<file path="config.mk">
export PLATFORM = sky130hd
export DESIGN_NAME = data_move_instruction_exec
export DESIGN_NICKNAME = d
export VERILOG_FILES = /design/src/data_move_pkg.sv /design/src/q_phase_counter.sv /design/src/data_move_instruction_exec.sv
export SDC_FILE = /design/constraint.sdc
export NUM_CORES = 1
export LEC_CHECK = 0
export ABC_CLOCK_PERIOD_IN_PS = 2050
export BUFFER_PORTS_ARGS = -buffer_cell sky130_fd_sc_hd__buf_2
export CAP_MARGIN = 20
export CORE_MARGIN = 8
export CORE_UTILIZATION = 45
export CTS_CLUSTER_SIZE = 14
export DETAILED_ROUTE_END_ITERATION = 8
export PLACE_DENSITY = 0.68
export SLEW_MARGIN = 0
export SYNTH_ARGS = -nofsm -noshare
export SYNTH_HDL_FRONTEND = slang
export SYNTH_SLANG_ARGS = --single-unit
</file>
<file path="constraint.sdc">
create_clock -name clock -period 2.05 [get_ports clock]
set_input_delay 0.3075 -clock clock [delete_from_list [all_inputs] [get_ports clock]]
set_output_delay 0.3075 -clock clock [all_outputs]
set_load 0.1 [all_outputs]
</file>
<file path="src/data_move_pkg.sv">
package data_move_pkg;
    // four internal phases of one instruction cycle
    localparam logic [1:0] PH_Q1 = 2'h0;
    localparam logic [1:0] PH_Q2 = 2'h1;
    localparam logic [1:0] PH_Q3 = 2'h2;
    localparam logic [1:0] PH_Q4 = 2'h3;
    localparam int PHASES_PER_CYCLE = 4;
    localparam int COPY_CYCLES = 2;

    localparam int WORD_W = 16;
    localparam int ADDR_W = 12;
    localparam int DATA_W = 8;
    localparam int BANK_W = 4;

    // opcode fields
    localparam logic [3:0] COPY_FIRST_NIB = 4'hC;
    localparam logic [3:0] COPY_SECOND_NIB = 4'hF;
    localparam logic [11:0] BANK_LOAD_HI = 12'h010;
    localparam logic [7:0] LIT_LOAD_HI = 8'h0E;
    localparam logic [6:0] STORE_HI = 7'h37;
    localparam int ACCESS_BIT = 8;

    // reset values
    localparam logic [DATA_W-1:0] ACCUM_RESET = 8'h00;
    localparam logic [BANK_W-1:0] BANK_RESET = 4'h0;
    localparam logic [ADDR_W-1:0] ADDR_RESET = 12'h000;

    typedef enum logic [2:0] {
        OP_NONE,
        OP_COPY_SRC,
        OP_COPY_DST,
        OP_BANK_LOAD,
        OP_LIT_LOAD,
        OP_STORE
    } move_op_e;

    typedef enum logic {
        ST_FETCH,
        ST_COPY_DEST
    } exec_state_e;
endpackage

</file>
<file path="src/q_phase_counter.sv">
`timescale 1ns/1ps
module q_phase_counter (
    input wire logic clock,
    input wire logic rst,
    output logic [1:0] phase
);
    import data_move_pkg::*;

    logic [1:0] next_phase;

    // wraps Q4 back to Q1 by width
    always_comb begin
        next_phase = phase + 2'h1;
    end

    always_ff @(posedge clock) begin
        if (rst) begin
            phase <= PH_Q1;
        end else begin
            phase <= next_phase;
        end
    end
endmodule // q_phase_counter

</file>
<file path="src/data_move_instruction_exec.sv">
`timescale 1ns/1ps
// How it works
// - copy is two words, first 1100 plus source, second 1111 plus dest.
// - copy writes source byte into destination, no status flag changes.
// - copy addresses reach all of 000h..FFFh, bank select unused.
// - accumulator's data-space address works as copy source or dest.
// - copy takes two words and two instruction cycles.
// - bank load 0000_0001_0000_kkkk puts k in bank select, one cycle.
// - literal load 0000_1110 plus byte puts byte in accumulator.
// - access bit zero picks access bank, one picks bank select value.
module data_move_instruction_exec #(
    parameter logic [data_move_pkg::ADDR_W-1:0] ACCUM_ADDR = 12'hF00,
    parameter logic [data_move_pkg::BANK_W-1:0] ACCESS_BANK = 4'h0
) (
    input wire logic clock,
    input wire logic rst,
    input wire logic [data_move_pkg::WORD_W-1:0] instrWord,
    input wire logic [data_move_pkg::DATA_W-1:0] dataRdData,
    output logic [1:0] phase,
    output logic [data_move_pkg::ADDR_W-1:0] dataAddr,
    output logic dataRd,
    output logic dataWr,
    output logic [data_move_pkg::DATA_W-1:0] dataWrData,
    output logic [data_move_pkg::DATA_W-1:0] accum,
    output logic [data_move_pkg::BANK_W-1:0] bankSel,
    output logic copyPending,
    output logic instrDone
);
    import data_move_pkg::*;

    exec_state_e state, next_state;
    move_op_e curOp, next_curOp;
    logic [ADDR_W-1:0] operand, next_operand;
    logic [DATA_W-1:0] srcData, next_srcData;
    logic [ADDR_W-1:0] next_dataAddr;
    logic next_dataRd, next_dataWr, next_instrDone;
    logic [DATA_W-1:0] next_dataWrData, next_accum;
    logic [BANK_W-1:0] next_bankSel;
    logic [ADDR_W-1:0] storeAddr;
    // tells fetch that the next word is a destination, not an opcode
    logic next_copyPending;
    move_op_e decodedOp;

    q_phase_counter u_phase (
        .clock(clock),
        .rst(rst),
        .phase(phase)
    );

    always_comb begin
        decodedOp = OP_NONE;
        if (state == ST_COPY_DEST) begin
            // second word taken as dest whatever its top nibble
            decodedOp = OP_COPY_DST;
        end else if (instrWord[15:12] == COPY_FIRST_NIB) begin
            decodedOp = OP_COPY_SRC;
        end else if (instrWord[15:4] == BANK_LOAD_HI) begin
            decodedOp = OP_BANK_LOAD;
        end else if (instrWord[15:8] == LIT_LOAD_HI) begin
            decodedOp = OP_LIT_LOAD;
        end else if (instrWord[15:9] == STORE_HI) begin
            decodedOp = OP_STORE;
        end
    end

    // access bit zero overrides bank select
    assign storeAddr = operand[ACCESS_BIT] ? {bankSel, operand[7:0]}
        : {ACCESS_BANK, operand[7:0]};

    always_comb begin
        next_state = state;
        next_curOp = curOp;
        next_operand = operand;
        next_srcData = srcData;
        next_dataAddr = dataAddr;
        next_dataRd = dataRd;
        next_dataWr = dataWr;
        next_dataWrData = dataWrData;
        next_accum = accum;
        next_bankSel = bankSel;
        next_instrDone = 1'b0;
        case (phase)
            PH_Q1: begin
                next_curOp = decodedOp;
                next_operand = instrWord[11:0];
                if (decodedOp == OP_COPY_SRC) begin
                    // full 12-bit address, no bank applied
                    next_dataAddr = instrWord[11:0];
                    // accumulator read internally, no bus cycle
                    next_dataRd = (instrWord[11:0] != ACCUM_ADDR);
                end
            end
            PH_Q2: begin
                next_dataRd = 1'b0;
                if (curOp == OP_COPY_SRC) begin
                    next_srcData = (operand == ACCUM_ADDR) ? accum
                        : dataRdData;
                end
            end
            PH_Q3: begin
                if (curOp == OP_COPY_DST && operand != ACCUM_ADDR) begin
                    next_dataAddr = operand;
                    next_dataWr = 1'b1;
                    next_dataWrData = srcData;
                end else if (curOp == OP_STORE) begin
                    next_dataAddr = storeAddr;
                    next_dataWr = 1'b1;
                    next_dataWrData = accum;
                end
            end
            PH_Q4: begin
                next_dataWr = 1'b0;
                next_instrDone = (curOp != OP_COPY_SRC);
                next_state = (curOp == OP_COPY_SRC) ? ST_COPY_DEST
                                                    : ST_FETCH;
                case (curOp)
                    OP_BANK_LOAD: next_bankSel = operand[3:0];
                    OP_LIT_LOAD: next_accum = operand[7:0];
                    OP_COPY_DST: begin
                        if (operand == ACCUM_ADDR) begin
                            next_accum = srcData;
                        end
                    end
                    default: begin
                    end
                endcase
            end
            default: begin
            end
        endcase
        next_copyPending = (next_state == ST_COPY_DEST);
    end

    always_ff @(posedge clock) begin
        if (rst) begin
            state <= ST_FETCH;
            curOp <= OP_NONE;
            operand <= ADDR_RESET;
            srcData <= ACCUM_RESET;
            dataAddr <= ADDR_RESET;
            dataRd <= 1'b0;
            dataWr <= 1'b0;
            dataWrData <= ACCUM_RESET;
            accum <= ACCUM_RESET;
            bankSel <= BANK_RESET;
            copyPending <= 1'b0;
            instrDone <= 1'b0;
        end else begin
            state <= next_state;
            curOp <= next_curOp;
            operand <= next_operand;
            srcData <= next_srcData;
            dataAddr <= next_dataAddr;
            dataRd <= next_dataRd;
            dataWr <= next_dataWr;
            dataWrData <= next_dataWrData;
            accum <= next_accum;
            bankSel <= next_bankSel;
            copyPending <= next_copyPending;
            instrDone <= next_instrDone;
        end
    end

    logic copyStart;
    assign copyStart = phase == PH_Q1 && state == ST_FETCH
                       && instrWord[15:12] == COPY_FIRST_NIB;
endmodule // data_move_instruction_exec

</file>
Word level (Yosys, flattened, before mapping) --
Cells that the tools add are included.
Storage, ports and cells: register bits after elaboration 61, latch bits 0, memory bits (writable) 0, memory bits (read-only) 0, input port bits 26, word-level logic and storage cells 70, memories kept 0
Cells by class: add/subtract/negate cells 1, multiply operators 0, div/mod/pow operators 0, order comparisons 0, equality and inequality tests 20, shift operators 0, multiplexer cells 21, bitwise operators 1, reduce and logical (&&, ||, !) cells 15
Operator list (number):
- 12-bit 2-to-1 mux | 4
- 8-bit 2-to-1 mux | 4
- 12-bit inequality test, second input constant | 2
- 12-bit case mux with 2 select lines | 1
- 8-bit case mux with 2 select lines | 1
- 3-bit 2-to-1 mux | 5
- 12-bit equality test, second input constant | 1
- 12-bit by 5-bit equality test with 1-bit output, second input constant | 1
- 2-bit AND reduction | 5
- 2-bit nonzero test | 5
- 8-bit by 4-bit equality test with 1-bit output, second input constant | 1
- 7-bit by 6-bit equality test with 1-bit output, second input constant | 1
- 3-bit by 1-bit equality test with 1-bit output, second input constant | 2
- 3-bit by 2-bit equality test with 1-bit output, second input constant | 2
- 3-bit equality test, second input constant | 2
- 3-bit AND reduction | 2
- 2-bit equality test, second input constant | 2
- 4-bit equality test, second input constant | 1
- 1-bit 2-to-1 mux | 4
- 2-bit inequality test, second input constant | 2
- 1-bit case mux with 2 select lines | 2
- 3-bit by 1-bit inequality test with 1-bit output, second input constant | 1
- 3-bit inequality test, second input constant | 1
- 2-bit by 1-bit adder with 2-bit output, second input constant | 1
- 5 further kinds | 5

Longest topological paths before layout --
Gate-level depths: netlist of the first run.
depth in word-level cells 9, gate-level depth with buffers 8, depth with buffers taken out 7

By module --
A second synthesis of the first run with hierarchy kept.
Unflattened totals: cell total of the unflattened synthesis 354, area, all modules 2831.5 um^2
Modules (own cells, without submodules):
- data_move_instruction_exec | times used 1, cells an instance 349, area an instance 2775.2 um^2
- q_phase_counter | times used 1, cells an instance 5, area an instance 56.3 um^2

Worst setup path after synthesis of the first run --
No wires, ideal clock.
kind register to register, start register u_phase.phase[1], end register dataWrData[5] (netlist bit), setup time 0.086 ns, arrival 2.532 ns, required time 1.964 ns, slack -0.568 ns, stages on the path, launching flop included 7, buffers on the path 2, period minus slack after synthesis 2.618 ns, cells stage by stage dfxtp_1 > ha_1 > buf_1 > a21boi_2 > buf_2 > nor2_1 > a211oi_1
On the way: cells in the longest elaborated chain, start to end 2
Ends and longest elaborated chain:
- start: declaration | line q_phase_counter.sv:5 | output logic [1:0] phase
- start signal: assignment | line q_phase_counter.sv:20 | phase <= next_phase;
- 2-bit equality test | line data_move_instruction_exec.sv:82 | case (phase)
- 2-bit AND reduction (no source line)
- end signal: assignment | line data_move_instruction_exec.sv:156 | dataWrData <= next_dataWrData;
- end: declaration | line data_move_instruction_exec.sv:23 | output logic [data_move_pkg::DATA_W-1:0] dataWrData,
No other way between the ends. A chain may end at the register's enable or synchronous reset.

Worst setup path after layout of the first run --
start register operand[4], end register dataWrData[6] (netlist bit)
On the way: cells in the longest elaborated chain, start to end 4
Ends and longest elaborated chain:
- start: declaration | line data_move_instruction_exec.sv:33 | logic [ADDR_W-1:0] operand, next_operand;
- start signal: assignment | line data_move_instruction_exec.sv:151 | operand <= next_operand;
- 12-bit inequality test (*) | line data_move_instruction_exec.sv:101 | if (curOp == OP_COPY_DST && operand != ACCUM_ADDR) begin
- 1-bit logical AND (*) | line data_move_instruction_exec.sv:101
- 2-bit nonzero test (no source line)
- 2-bit AND reduction (no source line)
Every way passes the cells marked *; elsewhere a longest branch is shown, timed or not.

==> metrics.yaml, run 1 <==
post_cts_buffers: 0
fin_crit_sh_pct: 98.1
maxCapViolations: 0
finClkSkew_ns: 0.00714
syn_area_per_cell_um2: 9.27
setup_violations: 0
slowest_stage: "or4_4"
outcome: "finished, final reports clean"
antenna_found_initial: 0
finalCriticalPeriod_ns: 2.01
timing.rr.start: "operand[4]"
fin_tns_setup_ns: 0
dieWidth_um: 95.5
worstPathRequired_ns: 2.25
viasPerCell: 5.50
yosysWarnings: 0
cts_tree: "built"
finalHoldViolations: 0
endpoint_kind: "flop"
syn-num-nets: 337
critPathArrivalTime_ns: 2.21
clock-sinks: 61
synthCells: 307
grt_use_total_pct: 16.5
report.final.slew_viol_count: 0
p_leak_nw: 1.59
worst_pin_slew_ns: 0.497
vias: 2552
synth.distinct_cells: 40
ys_seq_area_share_pct: 42.9
relSlewSlack_pct: 67.1
port_buffers: 63
syn2layout_area_growth_pct: 28.1
synth-main-ff-cell: "dfxtp_1"
drtAntennaViolNets: 0
min_path_type: "in2reg"
first_pass_iters: 4
core_um2: 6240
h-tree-depth: 3
worstHoldStart: "instrWord[2]"
critPathLaunchType: "flop"
routedWlPerCell_um: 16.4
io-pin-count: 64
grt-ovfl-total: 0
path_clk_slew_ns: 0.07
diodes: 0
critPathKind: "reg2reg"
cts_buffer_depth: 2
fin_hold_ws_ns: 0.247
initial_utilization_pct: 45.6
place_hpwl_mm: 5.20
cp_cell_sequence: "or4_4 -> o31ai_2 -> buf_6 -> mux2i_1 -> a211oi_1"
layout.nets: 412
fmax_ghz: 0.497
place.gp.congestion: 0.858
p_per_area_nw_per_um2: 853
grt_pass1_vias: 2487
grt_setup_unrepaired: "yes"
num_rows: 29
synth_edf_count: 0
irDropWorstVdd_v: 0.000605
die_area_um2: 9130
cts_root_buffer: "clkbuf_8"
setup_ws_ns: 0.0398
grt_pass1_wl_mm: 11.9
numCtsBuffers: 9
drtIter0Drc: 100
drc_errors: 0
crit_start: "operand[4]"
critPathMaxFanout: 9
slowest_delay_ns: 0.54
synth_area_um2: 2850
grt_max_degree: 30
synth-seq-cells: 61
die_h_um: 95.5
finalWirelength_mm: 7.61
layout-drive-gt1-share_pct: 31.8
post-place-ws_ns: 0.0808
synthArstFlopShare_pct: 0
clock_latency_ns: 0.34
[critical path: cells and delay by family, from the launching register on]
kind / cells / cell delay (ns)
AND/OR/NAND/NOR: 1 / 0.54
buffers and inverters: 1 / 0.23
AO/OA/AOI/OAI: 2 / 0.52
multiplexers: 1 / 0.24
flip-flops: 1 / 0.34
[area by class of cell]
| cell class | count | area (µm²) |
|---|---|---|
| repair buffers | 83 | 494 |
| inverters | 4 | 15.0 |
| multi-input cells | 223 | 1570 |
| well taps | 77 | 96.3 |
| flip-flops and latches | 61 | 1230 |
| clock inverters | 2 | 35.0 |
| fillers | 582 | 2590 |
| clock buffers | 14 | 204 |
[power breakdown]
group	switching [mW]	internal, mW
Sequential	0.0362	1.24
Clock	0.458	0.766
Combinational	0.427	0.186
Total	0.921	2.19
[flip-flops by register name, indices dropped and copies added, names as in the netlist, 2 cells and up]
register       cells
curOp              3
u_phase.phase      2
bankSel            4
dataWrData         8
operand           12
srcData            8
dataAddr          12
accum              8
[metal layers]
metal | vias to the layer above | wire, µm | track usage [%]
met5 | - | 0 | 0
met4 | 0 | 172 | 6.66
met2 | 62 | 3420 | 25.8
met3 | 16 | 479 | 4.88
li1 | 1264 | - | -
met1 | 1210 | 3540 | 20.7
[placed cells by master (no fill, tap or decap), drive strengths merged, types with 5 or more instances in the layout]
cell,n
a211oi,26
clkbuf,14
nor3b,5
buf,83
nand2,23
a311oi,9
nor2,60
mux2i,44
nand3,5
dfxtp,61
[repair_timing]
item	in CTS	in global routing
gates resized for setup	0	8
setup endpoints to repair	0	29
hold buffers	0	0
[stage by stage]
step	cell area, µm²	util, %	total power [mW]	std cells
after floorplan	2860	-	1.74	307
after global placement	3340	53.5	1.88	446
after detailed placement	3340	53.5	1.89	446
after CTS	3580	57.4	3.11	462
after global routing	3650	58.4	3.23	464
final	3650	58.4	3.11	464
[kinds of logic (layout without fill, tap and decap cells)]
| group | after synthesis | in the layout | synth area share, % |
|---|---|---|---|
| compound gates | 51 | 53 | 15.3 |
| simple gates | 121 | 121 | 19.8 |
| buf+inv | 25 | 103 | 4.31 |
| mux | 45 | 45 | 15.9 |
| flops | 61 | 61 | 42.9 |
| fa+ha+maj | 4 | 4 | 1.76 |
[cells in the mapped netlist, types with 2 or more instances]
| master | number | area share (%) |
|---|---|---|
| nor3_1 | 3 | 0.53 |
| a211oi_2 | 8 | 3.5 |
| nor4b_1 | 2 | 0.62 |
| nand2_1 | 23 | 3.0 |
| a211oi_1 | 18 | 4.7 |
| nor4_1 | 4 | 0.88 |
| nor3b_1 | 5 | 1.3 |
| buf_2 | 5 | 0.88 |
| clkbuf_1 | 12 | 1.6 |
| nand3_1 | 5 | 0.88 |
| a31oi_1 | 3 | 0.66 |
| nand4_1 | 4 | 0.88 |
| dfxtp_1 | 61 | 43 |
| buf_6 | 3 | 1.2 |
| nor2b_1 | 4 | 0.88 |
| nor2_1 | 60 | 7.9 |
| nand3b_1 | 2 | 0.53 |
| mux2i_1 | 44 | 15 |
| a311oi_1 | 8 | 2.5 |
| ha_1 | 4 | 1.8 |
| o21ai_0 | 3 | 0.53 |
| nand2b_1 | 2 | 0.44 |
| inv_1 | 4 | 0.53 |
| a21oi_1 | 4 | 0.70 |
[worst paths after layout]
kind | end | slack (ns) | depth (start not counted)
hold / removal | operand[2] | 0.25 | 3
setup / recovery | dataWrData[6] | 0.04 | 5
setup reg to reg | dataWrData[6] | 0.04 | 5
hold reg to reg | u_phase.phase[0] | 0.44 | 1
Note: power is estimated with default switching activity, not from simulation.
==> run 2: changes to the inputs <==
Settings changed: GPL_TIMING_DRIVEN set to 0.
==> run 2 against run 1 <==
- the run now ends with negative setup slack left
- first-iteration DRC count rose by 20%
- combinational power grew 3%
- clock-buffer cell count shrank 5
- sequential power is essentially flat
- wire length up 3.3%
- die area unchanged
==> metrics.yaml, run 2 (synthesis gave the netlist of run 1 again) <==
outcome: "finished with violations"
violations: "negative setup slack"
routedWlPerCell_um: 16.8  # +2.2%
diodes: 0  # unchanged
critPathArrivalTime_ns: 2.29  # +0.08 ns
irDropWorstVdd_v: 0.000490  # -19%
grt-ovfl-total: 0  # unchanged
worstHoldStart: "rst"
min_path_type: "in2reg"
worst_pin_slew_ns: 0.760  # +0.263 ns
relSlewSlack_pct: 49.4  # -18 points
post-place-ws_ns: -0.344  # -0.424 ns
maxCapViolations: 0  # unchanged
fillCellCount: 572  # -1.7%
grt_pass1_vias: 2554  # +2.7%
top_usage_layer: "met2"
io-pin-count: 64  # unchanged
core_um2: 6240  # unchanged
port_buffers: 62  # -1.6%
setup_violations: 2  # +2
met3_usage_pct: 5.43  # +0.55 points
reg_top3: "dataAddr: 12 flops, operand: 12 flops"
die_h_um: 95.5  # unchanged
rrSetupSlack_ns: -0.02  # -0.06 ns
worst-path-buf-inv: 1  # unchanged
place.gp.congestion: 0.862  # +0.57%
numCtsBuffers: 9  # unchanged
h-tree-depth: 3  # unchanged
slowest_delay_ns: 0.55  # about the same
placed_cells: 446  # unchanged
drtIter0Drc: 120  # +20%
slowest_stage: "or4_4"
holdBufCountCts: 0  # unchanged
fin_hold_ws_ns: 0.195  # -0.0520 ns
instances_no_fill: 469  # +1.1%
cts_tree: "built"
total_power_mw: 2.98  # -4.2%
grt_setup_unrepaired: "yes"
grt_max_degree: 13  # -57%
die_area_um2: 9130  # unchanged
endpoint_kind: "flop"
finalWirelength_mm: 7.86  # +3.3%
cp_top_family: "simple AND/OR/NAND/NOR gates"
critPathKind: "reg2reg"
fin_crit_sh_pct: 101  # +2.9 points
setup_ws_ns: -0.0199  # -0.0597 ns
mostFrequentLayoutCell: "buf_2"
finClkSkew_ns: 0.0192  # +0.0121 ns
place_hpwl_mm: 5.72  # +10%
vias: 2578  # +1.0%
met1_usage_pct: 22.6  # +1.8 points
timing.rr.start: "operand[7]"
worstPathRequired_ns: 2.27  # +0.02 ns
drtAntennaViolNets: 0  # unchanged
antenna_found_initial: 0  # unchanged
crit_start: "operand[7]"
p_per_area_nw_per_um2: 813  # -4.6%
first_pass_iters: 5  # +1
finalHoldViolations: 0  # unchanged
grt_pass1_wl_mm: 12.9  # +8.3%
clock_latency_ns: 0.35  # about the same
dieWidth_um: 95.5  # unchanged
fmax_ghz: 0.483  # -2.9%
p_leak_nw: 1.57  # -0.81%
critPathLaunchType: "flop"
report.final.slew_viol_count: 0  # unchanged
met2_usage_pct: 29.0  # +3.1 points
grt_use_total_pct: 18.2  # +1.7 points
num_rows: 29  # unchanged
cts_buffer_depth: 2  # unchanged
clock-sinks: 61  # unchanged
drc_errors: 0  # unchanged
viasPerCell: 5.50  # about the same
layout-drive-gt1-share_pct: 34.9  # +3.2 points
cts_root_buffer: "clkbuf_8"
cp_cell_sequence: "or4_4 -> or3_4 -> o221a_4 -> buf_8 -> mux2i_2 -> nor2_1"
finalCriticalPeriod_ns: 2.07  # +0.0597 ns
layout.nets: 417  # +1.2%
layout_common_cells: "buf_2, nor2_1, dfxtp_1, mux2i_1, nand2_1"
path_clk_slew_ns: 0.07  # about the same
initial_utilization_pct: 45.6  # unchanged
critPathMaxFanout: 5  # -4
syn2layout_area_growth_pct: 28.7
run 2: final cells by class:
type	count	area, µm²	area share [%]
tap	77	96.3	2.63
multi-input combinational	221	1600	43.5
clock buffer	9	124	3.38
sequential	61	1240	33.9
timing repair buffer	71	414	11.3
clock inverter	7	73.8	2.01
inverter	4	15.0	0.410
buffer	19	105	2.87
run 2: what timing repair did:
action / 4_1_cts / 5_1_grt
endpoints found under the setup margin: 31 / 37
gates resized for setup: 18 / 21
gates cloned: 1 / 0
buffers inserted: 7 / 1
pin swaps: 1 / 4
run 2: worst reg2reg max path, stage by stage, from the launching register on:
cell     delay (ns)
dfxtp_2        0.33
or4_4          0.55
or3_4          0.39
o221a_4        0.28
buf_8          0.15
mux2i_2        0.17
nor2_1         0.07
run 2: worst paths after layout:
path / end / cells past startpoint
setup reg to reg: dataAddr[9] / 6
hold reg to reg: u_phase.phase[0] / 1
setup / recovery: dataAddr[9] / 6
hold / removal: u_phase.phase[1] / 2
run 2: layer usage:
metal / part of all wire, % / up-vias / wire length [µm]
met5: 0 / - / 0
met4: 2.0 / 0 / 159
met3: 6.6 / 16 / 517
met2: 46 / 73 / 3610
met1: 45 / 1221 / 3570
li1: - / 1268 / -
run 2: per-stage QoR:
| stage | utilization (%) | instance area [µm²] | setup TNS, ns |
|---|---|---|---|
| floorplan | - | 2860 | 0 |
| global placement | 52.3 | 3270 | -2.77 |
| detailed placement | 52.3 | 3270 | -3.56 |
| CTS | 57.7 | 3600 | -0.212 |
| global route | 58.7 | 3660 | -0.269 |
| finish | 58.7 | 3660 | -0.0206 |
run 2: report_power, final:
part / switching, mW / internal, mW
Clock: 0.504 / 0.564
Sequential: 0.0461 / 1.24
Combinational: 0.427 / 0.201
Total: 0.978 / 2.00
